--- config.mk ---
export PLATFORM = sky130hd
export DESIGN_NAME = dtd_decoder
export DESIGN_NICKNAME = d
export VERILOG_FILES = /design/src/verilog/dtd_pkg.sv /design/src/verilog/dtd_decoder.sv
export SDC_FILE = /design/constraint.sdc
export NUM_CORES = 1
export LEC_CHECK = 0
export ABC_AREA = 1
export BUFFER_PORTS_ARGS = -buffer_cell sky130_fd_sc_hd__buf_2
export CAP_MARGIN = 10
export CORE_UTILIZATION = 35
export DETAILED_ROUTE_END_ITERATION = 6
export GPL_TIMING_DRIVEN = 0
export PLACE_DENSITY = 0.52
export RECOVER_POWER = 25
export SLEW_MARGIN = 20
export SYNTH_ARGS = -nofsm -noshare
export SYNTH_HDL_FRONTEND = slang
export SYNTH_SLANG_ARGS = --single-unit
--- constraint.sdc ---
create_clock -name CLK_SYS -period 1.75 [get_ports CLK_SYS]
set_input_delay 0.35 -clock CLK_SYS [delete_from_list [all_inputs] [get_ports CLK_SYS]]
set_output_delay 0.35 -clock CLK_SYS [all_outputs]
set_load 0.01 [all_outputs]
--- src/verilog/dtd_pkg.sv ---
package dtd_pkg;
	// Opcode bytes of the decoded data-transfer group.
	localparam logic [7:0] OP_TABLE_TRANSLATE = 8'hD7;
	localparam logic [7:0] OP_EFFECTIVE_ADDRESS_LOAD = 8'h8D;
	localparam logic [7:0] OP_FAR_POINTER_LOAD_DATA_SEG = 8'hC5;
	localparam logic [7:0] OP_FAR_POINTER_LOAD_EXTRA_SEG = 8'hC4;
	localparam logic [7:0] OP_FLAGS_TO_UPPER_ACC = 8'h9F;
	localparam logic [7:0] OP_UPPER_ACC_TO_FLAGS = 8'h9E;

	// ModR/M field positions.
	localparam int MODRM_MOD_HI = 7;
	localparam int MODRM_MOD_LO = 6;
	localparam logic [1:0] MOD_REGISTER = 2'h3;

	// Execution clock counts.
	localparam logic [4:0] CLK_TABLE_TRANSLATE = 5'h0F;
	localparam logic [4:0] CLK_EFFECTIVE_ADDRESS_LOAD = 5'h06;
	localparam logic [4:0] CLK_FAR_POINTER_LOAD = 5'h1A;
	localparam logic [4:0] CLK_FLAGS_TO_UPPER_ACC = 5'h02;
	localparam logic [4:0] CLK_UPPER_ACC_TO_FLAGS = 5'h03;

	// Operation codes reported to the core, one-hot.
	localparam logic [5:0] SEL_NONE = 6'h00;
	localparam logic [5:0] SEL_TABLE_TRANSLATE = 6'h01;
	localparam logic [5:0] SEL_EFFECTIVE_ADDRESS_LOAD = 6'h02;
	localparam logic [5:0] SEL_FAR_POINTER_LOAD_DATA_SEG = 6'h04;
	localparam logic [5:0] SEL_FAR_POINTER_LOAD_EXTRA_SEG = 6'h08;
	localparam logic [5:0] SEL_FLAGS_TO_UPPER_ACC = 6'h10;
	localparam logic [5:0] SEL_UPPER_ACC_TO_FLAGS = 6'h20;

	// Decoder states, one-hot.
	typedef enum logic [2:0]
	{
		ST_OPCODE = 3'h1,
		ST_MODRM = 3'h2,
		ST_EXECUTE = 3'h4
	} dtd_state_e;
endpackage

--- src/verilog/dtd_decoder.sv ---
// Summary of operation
// RULE1: D7 is table translate; low accumulator byte is replaced; 15 clocks.
// RULE2: Byte 8D plus ModR/M loads effective address into register; 6 clocks.
// RULE3: C5 plus memory ModR/M loads far pointer, data segment; 26 clocks.
// RULE4: C4 plus memory ModR/M loads far pointer, extra segment; 26 clocks.
// RULE5: Byte 9F copies flags low byte into upper accumulator byte; 2 clocks.
// RULE6: Byte 9E loads flags low byte from upper accumulator byte; 3 clocks.
// RULE7: Far-pointer loads with mod 11 are invalid; no transfer happens.
module dtd_decoder
(
	// Clock and reset.
	input wire logic CLK_SYS,
	input wire logic ARST_N,
	// Instruction byte stream from the fetch path.
	input wire logic [7:0] BYTE_DATA,
	input wire logic BYTE_VALID,
	output logic BYTE_READY,
	// Decoded operation towards the execution unit.
	output logic [5:0] OP_SELECT,
	output logic [7:0] OP_MODRM,
	output logic OP_START,
	output logic OP_BUSY,
	output logic OP_DONE,
	output logic OP_INVALID
);

	// Decoder state and the operation it has latched.
	dtd_pkg::dtd_state_e state_q, state_d;
	logic [5:0] sel_q, sel_d;
	logic [7:0] modrm_q;
	// Execution clocks still to run; loaded when execution starts.
	logic [4:0] count_q, count_d;
	// One-cycle pulses and the busy level, each held in its own flop.
	logic start_q, done_q, invalid_q;
	logic start_d, done_d, invalid_d;
	logic busy_q;

	// Clock count of an operation; one place so both entry paths agree.
	// Far-pointer loads share the last arm; a refused one never gets here.
	function automatic logic [4:0] op_clocks(input logic [5:0] sel);
		if (sel == dtd_pkg::SEL_TABLE_TRANSLATE)
			op_clocks = dtd_pkg::CLK_TABLE_TRANSLATE; // RULE1
		else if (sel == dtd_pkg::SEL_EFFECTIVE_ADDRESS_LOAD)
			op_clocks = dtd_pkg::CLK_EFFECTIVE_ADDRESS_LOAD; // RULE2
		else if (sel == dtd_pkg::SEL_FLAGS_TO_UPPER_ACC)
			op_clocks = dtd_pkg::CLK_FLAGS_TO_UPPER_ACC; // RULE5
		else if (sel == dtd_pkg::SEL_UPPER_ACC_TO_FLAGS)
			op_clocks = dtd_pkg::CLK_UPPER_ACC_TO_FLAGS; // RULE6
		else
			op_clocks = dtd_pkg::CLK_FAR_POINTER_LOAD; // RULE3 RULE4
	endfunction

	// Opcode decode; unknown bytes are left for other decoders.
	wire logic [5:0] sel_byte;
	wire logic needs_modrm;
	wire logic take_byte;
	wire logic mod_is_reg;
	wire logic far_load;

	assign sel_byte =
		(BYTE_DATA == dtd_pkg::OP_TABLE_TRANSLATE) ?
			dtd_pkg::SEL_TABLE_TRANSLATE : // RULE1
		(BYTE_DATA == dtd_pkg::OP_EFFECTIVE_ADDRESS_LOAD) ?
			dtd_pkg::SEL_EFFECTIVE_ADDRESS_LOAD : // RULE2
		(BYTE_DATA == dtd_pkg::OP_FAR_POINTER_LOAD_DATA_SEG) ?
			dtd_pkg::SEL_FAR_POINTER_LOAD_DATA_SEG : // RULE3
		(BYTE_DATA == dtd_pkg::OP_FAR_POINTER_LOAD_EXTRA_SEG) ?
			dtd_pkg::SEL_FAR_POINTER_LOAD_EXTRA_SEG : // RULE4
		(BYTE_DATA == dtd_pkg::OP_FLAGS_TO_UPPER_ACC) ?
			dtd_pkg::SEL_FLAGS_TO_UPPER_ACC : // RULE5
		(BYTE_DATA == dtd_pkg::OP_UPPER_ACC_TO_FLAGS) ?
			dtd_pkg::SEL_UPPER_ACC_TO_FLAGS : // RULE6
		dtd_pkg::SEL_NONE;

	// These three forms wait for a ModR/M byte before they can start.
	assign needs_modrm = (sel_byte == dtd_pkg::SEL_EFFECTIVE_ADDRESS_LOAD)
		|| (sel_byte == dtd_pkg::SEL_FAR_POINTER_LOAD_DATA_SEG)
		|| (sel_byte == dtd_pkg::SEL_FAR_POINTER_LOAD_EXTRA_SEG);
	// A byte moves only on an edge where both sides agree.
	assign take_byte = BYTE_VALID && BYTE_READY;
	// A mod field of 11 names a register, which a far load cannot use.
	assign mod_is_reg = BYTE_DATA[dtd_pkg::MODRM_MOD_HI:dtd_pkg::MODRM_MOD_LO]
		== dtd_pkg::MOD_REGISTER;
	// The ModR/M check applies only to the two far-pointer loads.
	assign far_load = (sel_q == dtd_pkg::SEL_FAR_POINTER_LOAD_DATA_SEG)
		|| (sel_q == dtd_pkg::SEL_FAR_POINTER_LOAD_EXTRA_SEG);

	// Next-state logic. The counter runs down the clock count of the
	// operation, taken as the whole time after its last byte. Displacement
	// bytes are not handled here; the fetch path must sequence them.
	always_comb
	begin
		state_d = state_q;
		sel_d = sel_q;
		count_d = count_q;
		// Pulses default low, so each one lasts a single cycle.
		start_d = 1'b0;
		done_d = 1'b0;
		invalid_d = 1'b0;
		case (state_q)
			// Waiting for an opcode byte.
			dtd_pkg::ST_OPCODE:
			begin
				// Unknown opcodes are taken and dropped; another decoder owns them.
				if (take_byte && (sel_byte != dtd_pkg::SEL_NONE))
				begin
					sel_d = sel_byte;
					if (needs_modrm)
						state_d = dtd_pkg::ST_MODRM;
					else
					begin
						// Single-byte forms start on the same edge that takes the opcode.
						state_d = dtd_pkg::ST_EXECUTE;
						count_d = op_clocks(sel_byte);
						start_d = 1'b1;
					end
				end
			end
			// Waiting for the ModR/M byte of a two-byte instruction.
			dtd_pkg::ST_MODRM:
			begin
				if (take_byte)
				begin
					if (far_load && mod_is_reg)
					begin
						// Rejected without any transfer being started; the core sees the
						// invalid pulse, a cleared selection and the refused byte on OP_MODRM.
						state_d = dtd_pkg::ST_OPCODE; // RULE7
						sel_d = dtd_pkg::SEL_NONE; // RULE7
						invalid_d = 1'b1; // RULE7
					end
					else
					begin
						// Accepted: start the operation latched at the opcode.
						state_d = dtd_pkg::ST_EXECUTE;
						count_d = op_clocks(sel_q);
						start_d = 1'b1;
					end
				end
			end
			// Counting down the execution clocks.
			dtd_pkg::ST_EXECUTE:
			begin
				count_d = count_q - 5'h01;
				if (count_q == 5'h01)
				begin
					// Done is raised as the last clock leaves.
					state_d = dtd_pkg::ST_OPCODE;
					done_d = 1'b1;
				end
			end
			// Unused codes fall back to the opcode state.
			default:
			begin
				state_d = dtd_pkg::ST_OPCODE;
			end
		endcase
	end

	// State and output registers. Reset leaves every pulse low and the
	// decoder waiting for an opcode.
	always_ff @(posedge CLK_SYS or negedge ARST_N)
	begin
		if (!ARST_N)
		begin
			state_q <= dtd_pkg::ST_OPCODE;
			sel_q <= dtd_pkg::SEL_NONE;
			count_q <= 5'h00;
			start_q <= 1'b0;
			done_q <= 1'b0;
			invalid_q <= 1'b0;
		end
		else
		begin
			state_q <= state_d;
			sel_q <= sel_d;
			count_q <= count_d;
			start_q <= start_d;
			done_q <= done_d;
			invalid_q <= invalid_d;
		end
	end

	// The ModR/M byte is captured as it is taken. The opcode needs no copy
	// of its own, since the one-hot selection already names the operation.
	always_ff @(posedge CLK_SYS or negedge ARST_N)
	begin
		if (!ARST_N)
			modrm_q <= 8'h00;
		else if (take_byte && (state_q == dtd_pkg::ST_MODRM))
			modrm_q <= BYTE_DATA;
	end

	// Ready is registered from the next state. It falls on the edge that
	// starts execution, so no byte slips in while busy, and it rises with
	// done, so the next opcode may already be taken in that cycle.
	always_ff @(posedge CLK_SYS or negedge ARST_N)
	begin
		if (!ARST_N)
			BYTE_READY <= 1'b0;
		else
			BYTE_READY <= (state_d != dtd_pkg::ST_EXECUTE);
	end

	// Busy has a flop of its own rather than a compare on the state, so the
	// core never sees a decode glitch; it tracks the state edge for edge.
	always_ff @(posedge CLK_SYS or negedge ARST_N)
	begin
		if (!ARST_N)
			busy_q <= 1'b0;
		else
			busy_q <= (state_d == dtd_pkg::ST_EXECUTE);
	end

	// All outputs come from flip-flops. These are plain renames only; no
	// output passes through decode logic on its way out.
	assign OP_SELECT = sel_q;
	assign OP_MODRM = modrm_q;
	assign OP_START = start_q;
	assign OP_BUSY = busy_q;
	assign OP_DONE = done_q;
	assign OP_INVALID = invalid_q;

endmodule // dtd_decoder

### Yosys cells after proc, flatten, opt, wreduce, memory -nomap -nowiden

Index checks and enable logic that the tools add are counted.

| operators by class | value |
|---|---|
| shifts and indexed selects | 0 |
| eq/ne operators | 30 |
| $lt $le $gt $ge | 0 |
| reductions and logical operators | 12 |
| multiplexer cells | 39 |
| multipliers | 0 |
| add/sub/neg operators | 1 |
| bitwise gates (word level) | 0 |
| divide/modulo/power cells | 0 |

Operators with widths:

| kind | count |
|---|---|
| 5-bit two-way mux | 12 |
| 6-bit two-way mux | 9 |
| 8-bit equality test, second input constant | 6 |
| 3-bit two-way mux | 5 |
| 5-bit one-hot mux with 3 select lines | 1 |
| 6-bit by 1-bit equality test with 1-bit output, second input constant | 2 |
| 6-bit by 2-bit equality test with 1-bit output, second input constant | 2 |
| 6-bit by 3-bit equality test with 1-bit output, second input constant | 2 |
| 6-bit by 4-bit equality test with 1-bit output, second input constant | 2 |
| 6-bit by 5-bit equality test with 1-bit output, second input constant | 2 |
| 6-bit equality test, second input constant | 2 |
| 6-bit one-hot mux with 2 select lines | 1 |
| 2-bit != test, second input constant | 5 |
| 1-bit two-way mux | 9 |
| 3-bit one-hot mux with 3 select lines | 1 |
| 3-bit equality test, second input constant | 2 |
| 6-bit nonzero test | 1 |
| 5-bit by 1-bit equality test with 1-bit output, second input constant | 1 |
| 5-bit AND reduction | 1 |
| 5-bit by 1-bit subtractor with 5-bit output, second input constant | 1 |
| 1-bit logical AND | 4 |
| 4-bit AND reduction | 1 |
| 3-bit by 1-bit equality test with 1-bit output, second input constant | 1 |
| 3-bit by 2-bit equality test with 1-bit output, second input constant | 1 |
| other kinds (6) | 8 |

| storage, ports and cells | value |
|---|---|
| memories | 0 |
| memory bits (read-only) | 0 |
| bits of input ports | 11 |
| logic and storage cells | 91 |
| register bits | 27 |
| output and inout port bits | 19 |
| bits in writable memories | 0 |
| bits in latches | 0 |

### Longest topological paths before layout

Gate-level depths: netlist of run 1.

| logic depth | value |
|---|---|
| word-level depth | 15 |
| gate-level depth with buffers | 13 |
| depth with buffers taken out | 12 |

### Least setup slack after synthesis of run 1

No wires, ideal clock.

| timing path | value |
|---|---|
| kind | register to register |
| start point | reg state_q[0] |
| end point | reg count_q[2] |
| data arrival time | 1.413 ns |
| clock period less this slack | 1.530 ns |
| required time | 1.633 ns |
| setup slack | 0.220 ns |
| cell stages (with the launch flop) | 8 |
| path through | dfstp_2 > inv_1 > nor3_4 > nor2_1 > nor3b_4 > nand2_2 > nand2_1 > nand2_1 |

| between the ends | value |
|---|---|
| longest elaborated chain between the ends | 3 |
| elaborated cells on any way between the ends | 10 |
| classes of those cells | eq/ne: 7; mux: 1; reduce/logical: 2 |

Ends and longest elaborated chain:

| element | line | RTL |
|---|---|---|
| start, declared | dtd_decoder.sv:28 | `dtd_pkg::dtd_state_e state_q, state_d;` |
| start signal, assigned | dtd_decoder.sv:166 | `state_q <= dtd_pkg::ST_OPCODE;` |
| start signal, assigned | dtd_decoder.sv:175 | `state_q <= state_d;` |
| 3-bit by 2-bit equality test with 1-bit output, or another cell as far along | dtd_decoder.sv:100 | `case (state_q)` |
| 2-bit != test (no source line) / 3-bit nonzero test (equally long branches) | -- |  |
| 5-bit AND reduction (no source line) | -- |  |
| end signal, assigned | dtd_decoder.sv:177 | `count_q <= count_d;` |
| end, declared | dtd_decoder.sv:32 | `logic [4:0] count_q, count_d;` |

Parallel ways exist; a longest one is shown, timed or not.
A chain may end at the register's enable or synchronous reset.

### Worst setup path in the final report of run 1

| timing path | value |
|---|---|
| start point | reg state_q[0] |
| end point | reg count_q[1] |

Same word-level chain as after synthesis.

==> run_summary.xml, run 1 <==
<?xml version="1.0" encoding="UTF-8"?>
<metrics>
  <group name="critical_path">
    <metric name="required" unit="ns">1.98</metric>
    <metric name="timing.critical_path.slowest_cell_delay" unit="ns">0.54</metric>
    <metric name="timing.critical_path.cells" unit="">inv_1, nor3_4, nor2_2, nor3b_4, buf_4, nand3_1, nand2_1</metric>
    <metric name="endpoint_arrival_time_on_the_critical_path" unit="ns">1.88</metric>
    <metric name="crit_slowest_cell" unit="">sky130_fd_sc_hd__dfstp_2</metric>
    <metric name="crit_path_start_kind" unit="">register</metric>
    <metric name="timing.setup.critical_path_class" unit="">register to register</metric>
    <metric name="path_max_fanout" unit="">4</metric>
    <metric name="critical_path.endpoint_type" unit="">register</metric>
    <metric name="r2r.worst_path.cells" unit="">7</metric>
  </group>
  <group name="run_status">
    <metric name="outcome" unit="">finished, violations left</metric>
    <metric name="failing_checks" unit="">DRC</metric>
  </group>
  <group name="synthesis">
    <metric name="netlist-cell-type-count" unit="">31</metric>
    <metric name="postSynthAreaPerCell" unit="sq um">7.95</metric>
    <metric name="ys.warnings.count" unit="">0</metric>
    <metric name="synth_largest_type_area_fraction" unit="%">39.0</metric>
    <metric name="synth_top_cell_by_area" unit="">sky130_fd_sc_hd__dfrtp_1</metric>
    <metric name="ranking_of_synthesized_cells_by_area" unit="">sky130_fd_sc_hd__dfrtp_1, sky130_fd_sc_hd__nand2_1, sky130_fd_sc_hd__inv_1</metric>
    <metric name="synth.cell_area" unit="sq mm">0.00167</metric>
    <metric name="syn_inst" unit="">210</metric>
    <metric name="synth_sequential_area_ratio" unit="%">40.5</metric>
    <metric name="synth.ff_latch_count" unit="">27</metric>
    <metric name="synth_fp_nets" unit="">223</metric>
  </group>
  <group name="detailed_routing">
    <metric name="route.vias.total" unit="">1387</metric>
    <metric name="drtAntennaViolNets" unit="">0</metric>
    <metric name="post-route-drc-count" unit="">1</metric>
    <metric name="post_drt_via_cell_ratio" unit="">4.67</metric>
    <metric name="wl_per_cell" unit="microns">11.8</metric>
    <metric name="initialDrtViolationCount" unit="">37</metric>
    <metric name="wl" unit="microns">3520</metric>
    <metric name="dr.pass1.iters" unit="">6</metric>
  </group>
  <group name="sta">
    <metric name="skew" unit="ns">0.00228</metric>
    <metric name="actual_slew_at_the_worst_max_slew_pin" unit="ns">1.45</metric>
    <metric name="slew_violations" unit="">0</metric>
    <metric name="number_of_hold_violations_in_the_final_report" unit="">0</metric>
    <metric name="max_freq" unit="MHz">604</metric>
    <metric name="final.period_utilization" unit="%">94.7</metric>
    <metric name="slew_headroom" unit="%">3.47</metric>
    <metric name="fin_crit" unit="ns">1.66</metric>
    <metric name="report.final.setup_viol" unit="">0</metric>
  </group>
  <group name="final_layout">
    <metric name="num-fill-cells" unit="">458</metric>
    <metric name="postLayoutCoreUtil" unit="%">43.5</metric>
    <metric name="syn_to_final_growth" unit="%">16.6</metric>
    <metric name="drive_above_1_share" unit="%">31.8</metric>
    <metric name="finalNetCount" unit="">259</metric>
    <metric name="final_cell_mix" unit="">sky130_fd_sc_hd__nand2_1, sky130_fd_sc_hd__buf_2, sky130_fd_sc_hd__dfrtp_1, sky130_fd_sc_hd__inv_1, sky130_fd_sc_hd__nor2_1</metric>
    <metric name="seq_area" unit="sq um">678</metric>
    <metric name="final_common_cell" unit="">sky130_fd_sc_hd__nand2_1</metric>
    <metric name="diodes" unit="">0</metric>
    <metric name="multi_input_area" unit="sq um">867</metric>
  </group>
  <group name="clocking">
    <metric name="tritoncts_clock_tree" unit="">done</metric>
    <metric name="clk_root_buffer_cell" unit="">sky130_fd_sc_hd__clkbuf_8</metric>
    <metric name="number_of_hold_buffers_added_after_cts" unit="">0</metric>
    <metric name="cts_max_path_buffers" unit="">2</metric>
    <metric name="cts_num_sinks" unit="">27</metric>
    <metric name="htree_levels" unit="">1</metric>
    <metric name="cts_buffers" unit="">3</metric>
    <metric name="clk_latency" unit="ns">0.28</metric>
    <metric name="path_clk_slew" unit="ns">0.10</metric>
  </group>
  <group name="global_route">
    <metric name="global_route_wire_length_before_repair" unit="microns">5930</metric>
    <metric name="antenna_found_initial" unit="">0</metric>
    <metric name="all_layer_global_routing_usage" unit="%">15.0</metric>
    <metric name="grt_pass1_vias" unit="">1268</metric>
    <metric name="overflow" unit="">0</metric>
    <metric name="grt_start_max_net_pins" unit="">28</metric>
  </group>
  <group name="place">
    <metric name="routabilityCongestion" unit="">0.752</metric>
    <metric name="detailedPlacementHpwl" unit="microns">2780</metric>
    <metric name="io_buffers" unit="">29</metric>
  </group>
  <group name="power_and_ir_drop">
    <metric name="power.ir.vdd_worst" unit="mV">0.417</metric>
    <metric name="fin_total_pwr" unit="mW">1.75</metric>
    <metric name="power.static_leakage" unit="nW">1.03</metric>
    <metric name="power.density" unit="mW/mm^2">897</metric>
  </group>
  <group name="die">
    <metric name="die_footprint" unit="sq mm">0.00505</metric>
    <metric name="die_width" unit="microns">71.1</metric>
    <metric name="starting_density" unit="%">37.3</metric>
    <metric name="die_h" unit="microns">71.1</metric>
    <metric name="core_area" unit="sq mm">0.00447</metric>
    <metric name="pin_count" unit="">30</metric>
    <metric name="rows" unit="">24</metric>
  </group>
  <group name="flow_run">
    <metric name="max_cap_violations" unit="">0</metric>
  </group>
  <group name="min_path">
    <metric name="whs_path_depth" unit="">3</metric>
    <metric name="class_of_the_tightest_hold_or_removal_check" unit="">primary input to register</metric>
  </group>
</metrics>
worst max-delay path: cells and delay by family (launching register included):
family                 cells  cell delay [ns]
AND/OR/NAND/NOR            5             0.83
buffers and inverters      2             0.24
flip-flops                 1             0.54
flip-flops by register name (all words and copies together), names as in the netlist:
signal and cells:
OP_MODRM 8, OP_DONE 1, OP_INVALID 1, OP_BUSY 1
OP_SELECT 6, count_q 5, BYTE_READY 1, OP_START 1
state_q 3
per-layer routing:
metal  track usage [%]  share of wire (%)  vias to the layer above
met3              3.42                2.9                        4
met4              3.33               0.97                        0
met5                 0                  0                        -
li1                  -                  -                      742
met2              23.0                 45                       19
met1              21.8                 51                      622
through the flow:
step	cells	instance area (sq um)	hold slack, ns	setup TNS (ns)	setup slack (ns)
after global placement	291	1880	0.403	0	0.0460
after CTS	295	1930	0.0827	0	0.0393
after detailed placement	291	1880	0.400	0	0.0548
after floorplan	210	1670	0.0544	0	0.220
final	297	1950	0.306	0	0.0930
after global routing	297	1950	0.309	-0.00512	-0.00391
final timing paths:
check                                   from           end  slack [ns]
min in group asynchronous             ARST_N       OP_BUSY        0.39
max in group asynchronous             ARST_N  OP_SELECT[5]        0.41
worst max-delay path              state_q[0]    count_q[1]        0.09
worst max register to register    state_q[0]    count_q[1]        0.09
worst min-delay path            BYTE_DATA[7]   OP_MODRM[7]        0.31
worst min register to register   OP_MODRM[7]   OP_MODRM[7]        0.49
report_power, final:
group	leakage (nW)	switching [mW]	total, mW	internal (mW)
clock network	0.0217	0.211	0.373	0.162
registers	0.359	0.0488	0.748	0.699
logic	0.649	0.383	0.625	0.242
total	1.03	0.642	1.75	1.10
cell usage after synthesis (all sizes together):
library cell / count
xnor2: 1
o211ai: 3
a21oi: 2
nor3: 1
nand3: 18
dfstp: 1
ha: 2
dfrtp: 26
nor3b: 1
nor2: 28
xor2: 2
nand3b: 2
o21ai: 16
o2111ai: 1
nand4: 6
nand2: 69
buf: 3
o22ai: 1
inv: 27
cell type report:
class / count / share of cell area [%]
plain buffers: 3 / 1.41
clock buffers: 3 / 2.12
clock inverters: 1 / 0.386
inverters: 27 / 5.21
multi-input cells: 153 / 44.5
flip-flops and latches: 27 / 34.8
well taps: 52 / 3.34
repair buffers: 31 / 8.16
cell families (layout without fill, tap and decap cells):
family	Yosys count	after routing	synth area share [%]
simple gates	125	125	38.8
buf+inv	30	65	7.72
flops	27	27	40.5
compound gates	23	23	9.89
xor+xnor	3	3	1.57
fa+ha+maj	2	2	1.50
repair_timing:
item,CTS,global route
endpoints found under the setup margin,0,6
resized for setup,0,2
setup buffers,0,2
Note: power is estimated with default switching activity, not from simulation.
==> inputs of run 2 (changes only) <==
- CORE_ASPECT_RATIO: unset -> 1.25
==> run_summary.xml, run 2 (synthesis results as in run 1) <==
<?xml version="1.0" encoding="UTF-8"?>
<metrics>
  <group name="run_status">
    <metric name="outcome" unit="">finished, final reports clean</metric>
  </group>
  <group name="detailed_routing">
    <metric name="wl_per_cell" unit="microns">11.4</metric>
    <metric name="route.vias.total" unit="">1394</metric>
    <metric name="drtAntennaViolNets" unit="">0</metric>
    <metric name="initialDrtViolationCount" unit="">59</metric>
    <metric name="post_drt_via_cell_ratio" unit="">4.57</metric>
    <metric name="dr.pass1.iters" unit="">4</metric>
    <metric name="wl" unit="microns">3480</metric>
    <metric name="post-route-drc-count" unit="">0</metric>
  </group>
  <group name="clocking">
    <metric name="clk_root_buffer_cell" unit="">sky130_fd_sc_hd__clkbuf_8</metric>
    <metric name="path_clk_slew" unit="ns">0.09</metric>
    <metric name="cts_buffers" unit="">3</metric>
    <metric name="cts_max_path_buffers" unit="">2</metric>
    <metric name="tritoncts_clock_tree" unit="">done</metric>
    <metric name="number_of_hold_buffers_added_after_cts" unit="">0</metric>
    <metric name="cts_num_sinks" unit="">27</metric>
    <metric name="clk_latency" unit="ns">0.27</metric>
    <metric name="htree_levels" unit="">1</metric>
  </group>
  <group name="die">
    <metric name="core_area" unit="sq mm">0.00449</metric>
    <metric name="starting_density" unit="%">37.2</metric>
    <metric name="die_footprint" unit="sq mm">0.00505</metric>
    <metric name="rows" unit="">27</metric>
    <metric name="die_width" unit="microns">63.8</metric>
    <metric name="die_h" unit="microns">79.2</metric>
    <metric name="pin_count" unit="">30</metric>
  </group>
  <group name="sta">
    <metric name="timing.final.ws_setup" unit="ns">0.110</metric>
    <metric name="fin_crit" unit="ns">1.64</metric>
    <metric name="max_freq" unit="MHz">610</metric>
    <metric name="number_of_hold_violations_in_the_final_report" unit="">0</metric>
    <metric name="fin_worst_hold_slack" unit="ns">0.0896</metric>
    <metric name="slew_violations" unit="">0</metric>
    <metric name="skew" unit="ns">0.00553</metric>
    <metric name="final.period_utilization" unit="%">93.7</metric>
    <metric name="report.final.setup_viol" unit="">0</metric>
    <metric name="actual_slew_at_the_worst_max_slew_pin" unit="ns">0.632</metric>
    <metric name="slew_headroom" unit="%">57.9</metric>
    <metric name="unrepaired_setup_endpoints_after_global_routing" unit="">yes</metric>
  </group>
  <group name="critical_path">
    <metric name="worst_r2r_startpoint" unit="">state_q[0]</metric>
    <metric name="timing.setup.critical_path_class" unit="">register to register</metric>
    <metric name="endpoint_arrival_time_on_the_critical_path" unit="ns">1.82</metric>
    <metric name="path_max_fanout" unit="">10</metric>
    <metric name="critical_path.endpoint_type" unit="">register</metric>
    <metric name="required" unit="ns">1.93</metric>
    <metric name="crit_path_start_kind" unit="">register</metric>
    <metric name="worst_setup_path_startpoint" unit="">state_q[0]</metric>
  </group>
  <group name="final_layout">
    <metric name="finalNetCount" unit="">261</metric>
    <metric name="largest_reg_flops" unit="">8</metric>
    <metric name="multi_input_area" unit="sq um">873</metric>
    <metric name="num-fill-cells" unit="">452</metric>
    <metric name="seq_area" unit="sq um">678</metric>
    <metric name="drive_above_1_share" unit="%">32.0</metric>
    <metric name="final_cell_mix" unit="">sky130_fd_sc_hd__nand2_1, sky130_fd_sc_hd__buf_2, sky130_fd_sc_hd__dfrtp_1, sky130_fd_sc_hd__inv_1, sky130_fd_sc_hd__nor2_1</metric>
    <metric name="syn_to_final_growth" unit="%">18.1</metric>
    <metric name="diodes" unit="">0</metric>
    <metric name="final_common_cell" unit="">sky130_fd_sc_hd__nand2_1</metric>
  </group>
  <group name="global_route">
    <metric name="overflow" unit="">0</metric>
    <metric name="global_route_wire_length_before_repair" unit="microns">5980</metric>
    <metric name="antenna_found_initial" unit="">0</metric>
    <metric name="grt_start_max_net_pins" unit="">28</metric>
    <metric name="all_layer_global_routing_usage" unit="%">15.3</metric>
    <metric name="grt_pass1_vias" unit="">1307</metric>
  </group>
  <group name="power_and_ir_drop">
    <metric name="power.ir.vdd_worst" unit="mV">0.431</metric>
    <metric name="power.static_leakage" unit="nW">1.05</metric>
    <metric name="power.density" unit="mW/mm^2">892</metric>
  </group>
  <group name="place">
    <metric name="detailedPlacementHpwl" unit="microns">2770</metric>
    <metric name="routabilityCongestion" unit="">0.766</metric>
    <metric name="detailedPlace.worstSlack" unit="ns">0.0489</metric>
    <metric name="io_buffers" unit="">29</metric>
  </group>
  <group name="min_path">
    <metric name="class_of_the_tightest_hold_or_removal_check" unit="">primary input to async pin</metric>
  </group>
  <group name="flow_run">
    <metric name="max_cap_violations" unit="">0</metric>
  </group>
</metrics>
==> run 2: cell count changes in the layout (fill, tap and decap cells not counted), sizes merged <==
| cell | before | now |
|---|---|---|
| clkinvlp | 1 | 0 |
| buf | 33 | 36 |
==> run 2: stage by stage <==
step | setup TNS [ns] | utilization (%) | power, mW | std cells | instance area, sq um
finish | 0 | 43.9 | 1.76 | 305 | 1970
CTS | 0 | 43.0 | 1.72 | 301 | 1930
detailed placement | 0 | 42.0 | 1.34 | 297 | 1890
global placement | 0 | 42.0 | 1.34 | 297 | 1890
global route | -0.0390 | 43.9 | 1.90 | 305 | 1970
floorplan | 0 | - | 1.21 | 210 | 1670
==> run 2: timing repair <==
item	CTS	global route
endpoints found under the setup margin	0	10
buffers inserted	0	4
resized for setup	0	2
==> run 2: per-layer routing <==
metal / global-route usage [%] / wire length (microns) / vias up
met5: 0 / 0 / -
met4: 6.14 / 45 / 0
met3: 1.44 / 96 / 6
met2: 26.2 / 1720 / 24
met1: 19.8 / 1620 / 620
li1: - / - / 744
==> run 2: where the power goes <==
group          total (mW)  leakage, nW  switching [mW]  internal [mW]
combinational       0.655        0.672           0.395          0.261
sequential          0.744        0.359          0.0446          0.699
clock               0.361       0.0228           0.197          0.163
==> run 2: worst max-delay path: stages (launching register included) <==
cell and delay [ns]:
sky130_fd_sc_hd__dfstp_2 0.54, sky130_fd_sc_hd__inv_1 0.08, sky130_fd_sc_hd__nor3_4 0.24, sky130_fd_sc_hd__buf_4 0.15
sky130_fd_sc_hd__inv_1 0.04, sky130_fd_sc_hd__a21oi_2 0.16, sky130_fd_sc_hd__nand2_4 0.08, sky130_fd_sc_hd__buf_6 0.15
sky130_fd_sc_hd__nand2_2 0.06, sky130_fd_sc_hd__o21ai_2 0.04
==> run 2: final cells by class <==
cell class / count / share of cell area (%)
multi-input combinational: 153 / 44.3
tap: 58 / 3.68
sequential: 27 / 34.4
buffer: 3 / 1.40
timing repair buffer: 33 / 8.88
inverter: 27 / 5.14
clock buffer: 4 / 2.28
==> run 2: path summary, 6_finish.rpt <==
path | to | cells past startpoint | slack, ns
setup reg to reg | OP_SELECT[4] | 9 | 0.11
hold reg to reg | OP_MODRM[7] | 2 | 0.48
hold / removal | OP_START | 1 | 0.09
min in group CLK_SYS | OP_MODRM[7] | 3 | 0.31
max in group asynchronous | OP_SELECT[5] | 1 | 1.22
setup / recovery | OP_SELECT[4] | 9 | 0.11
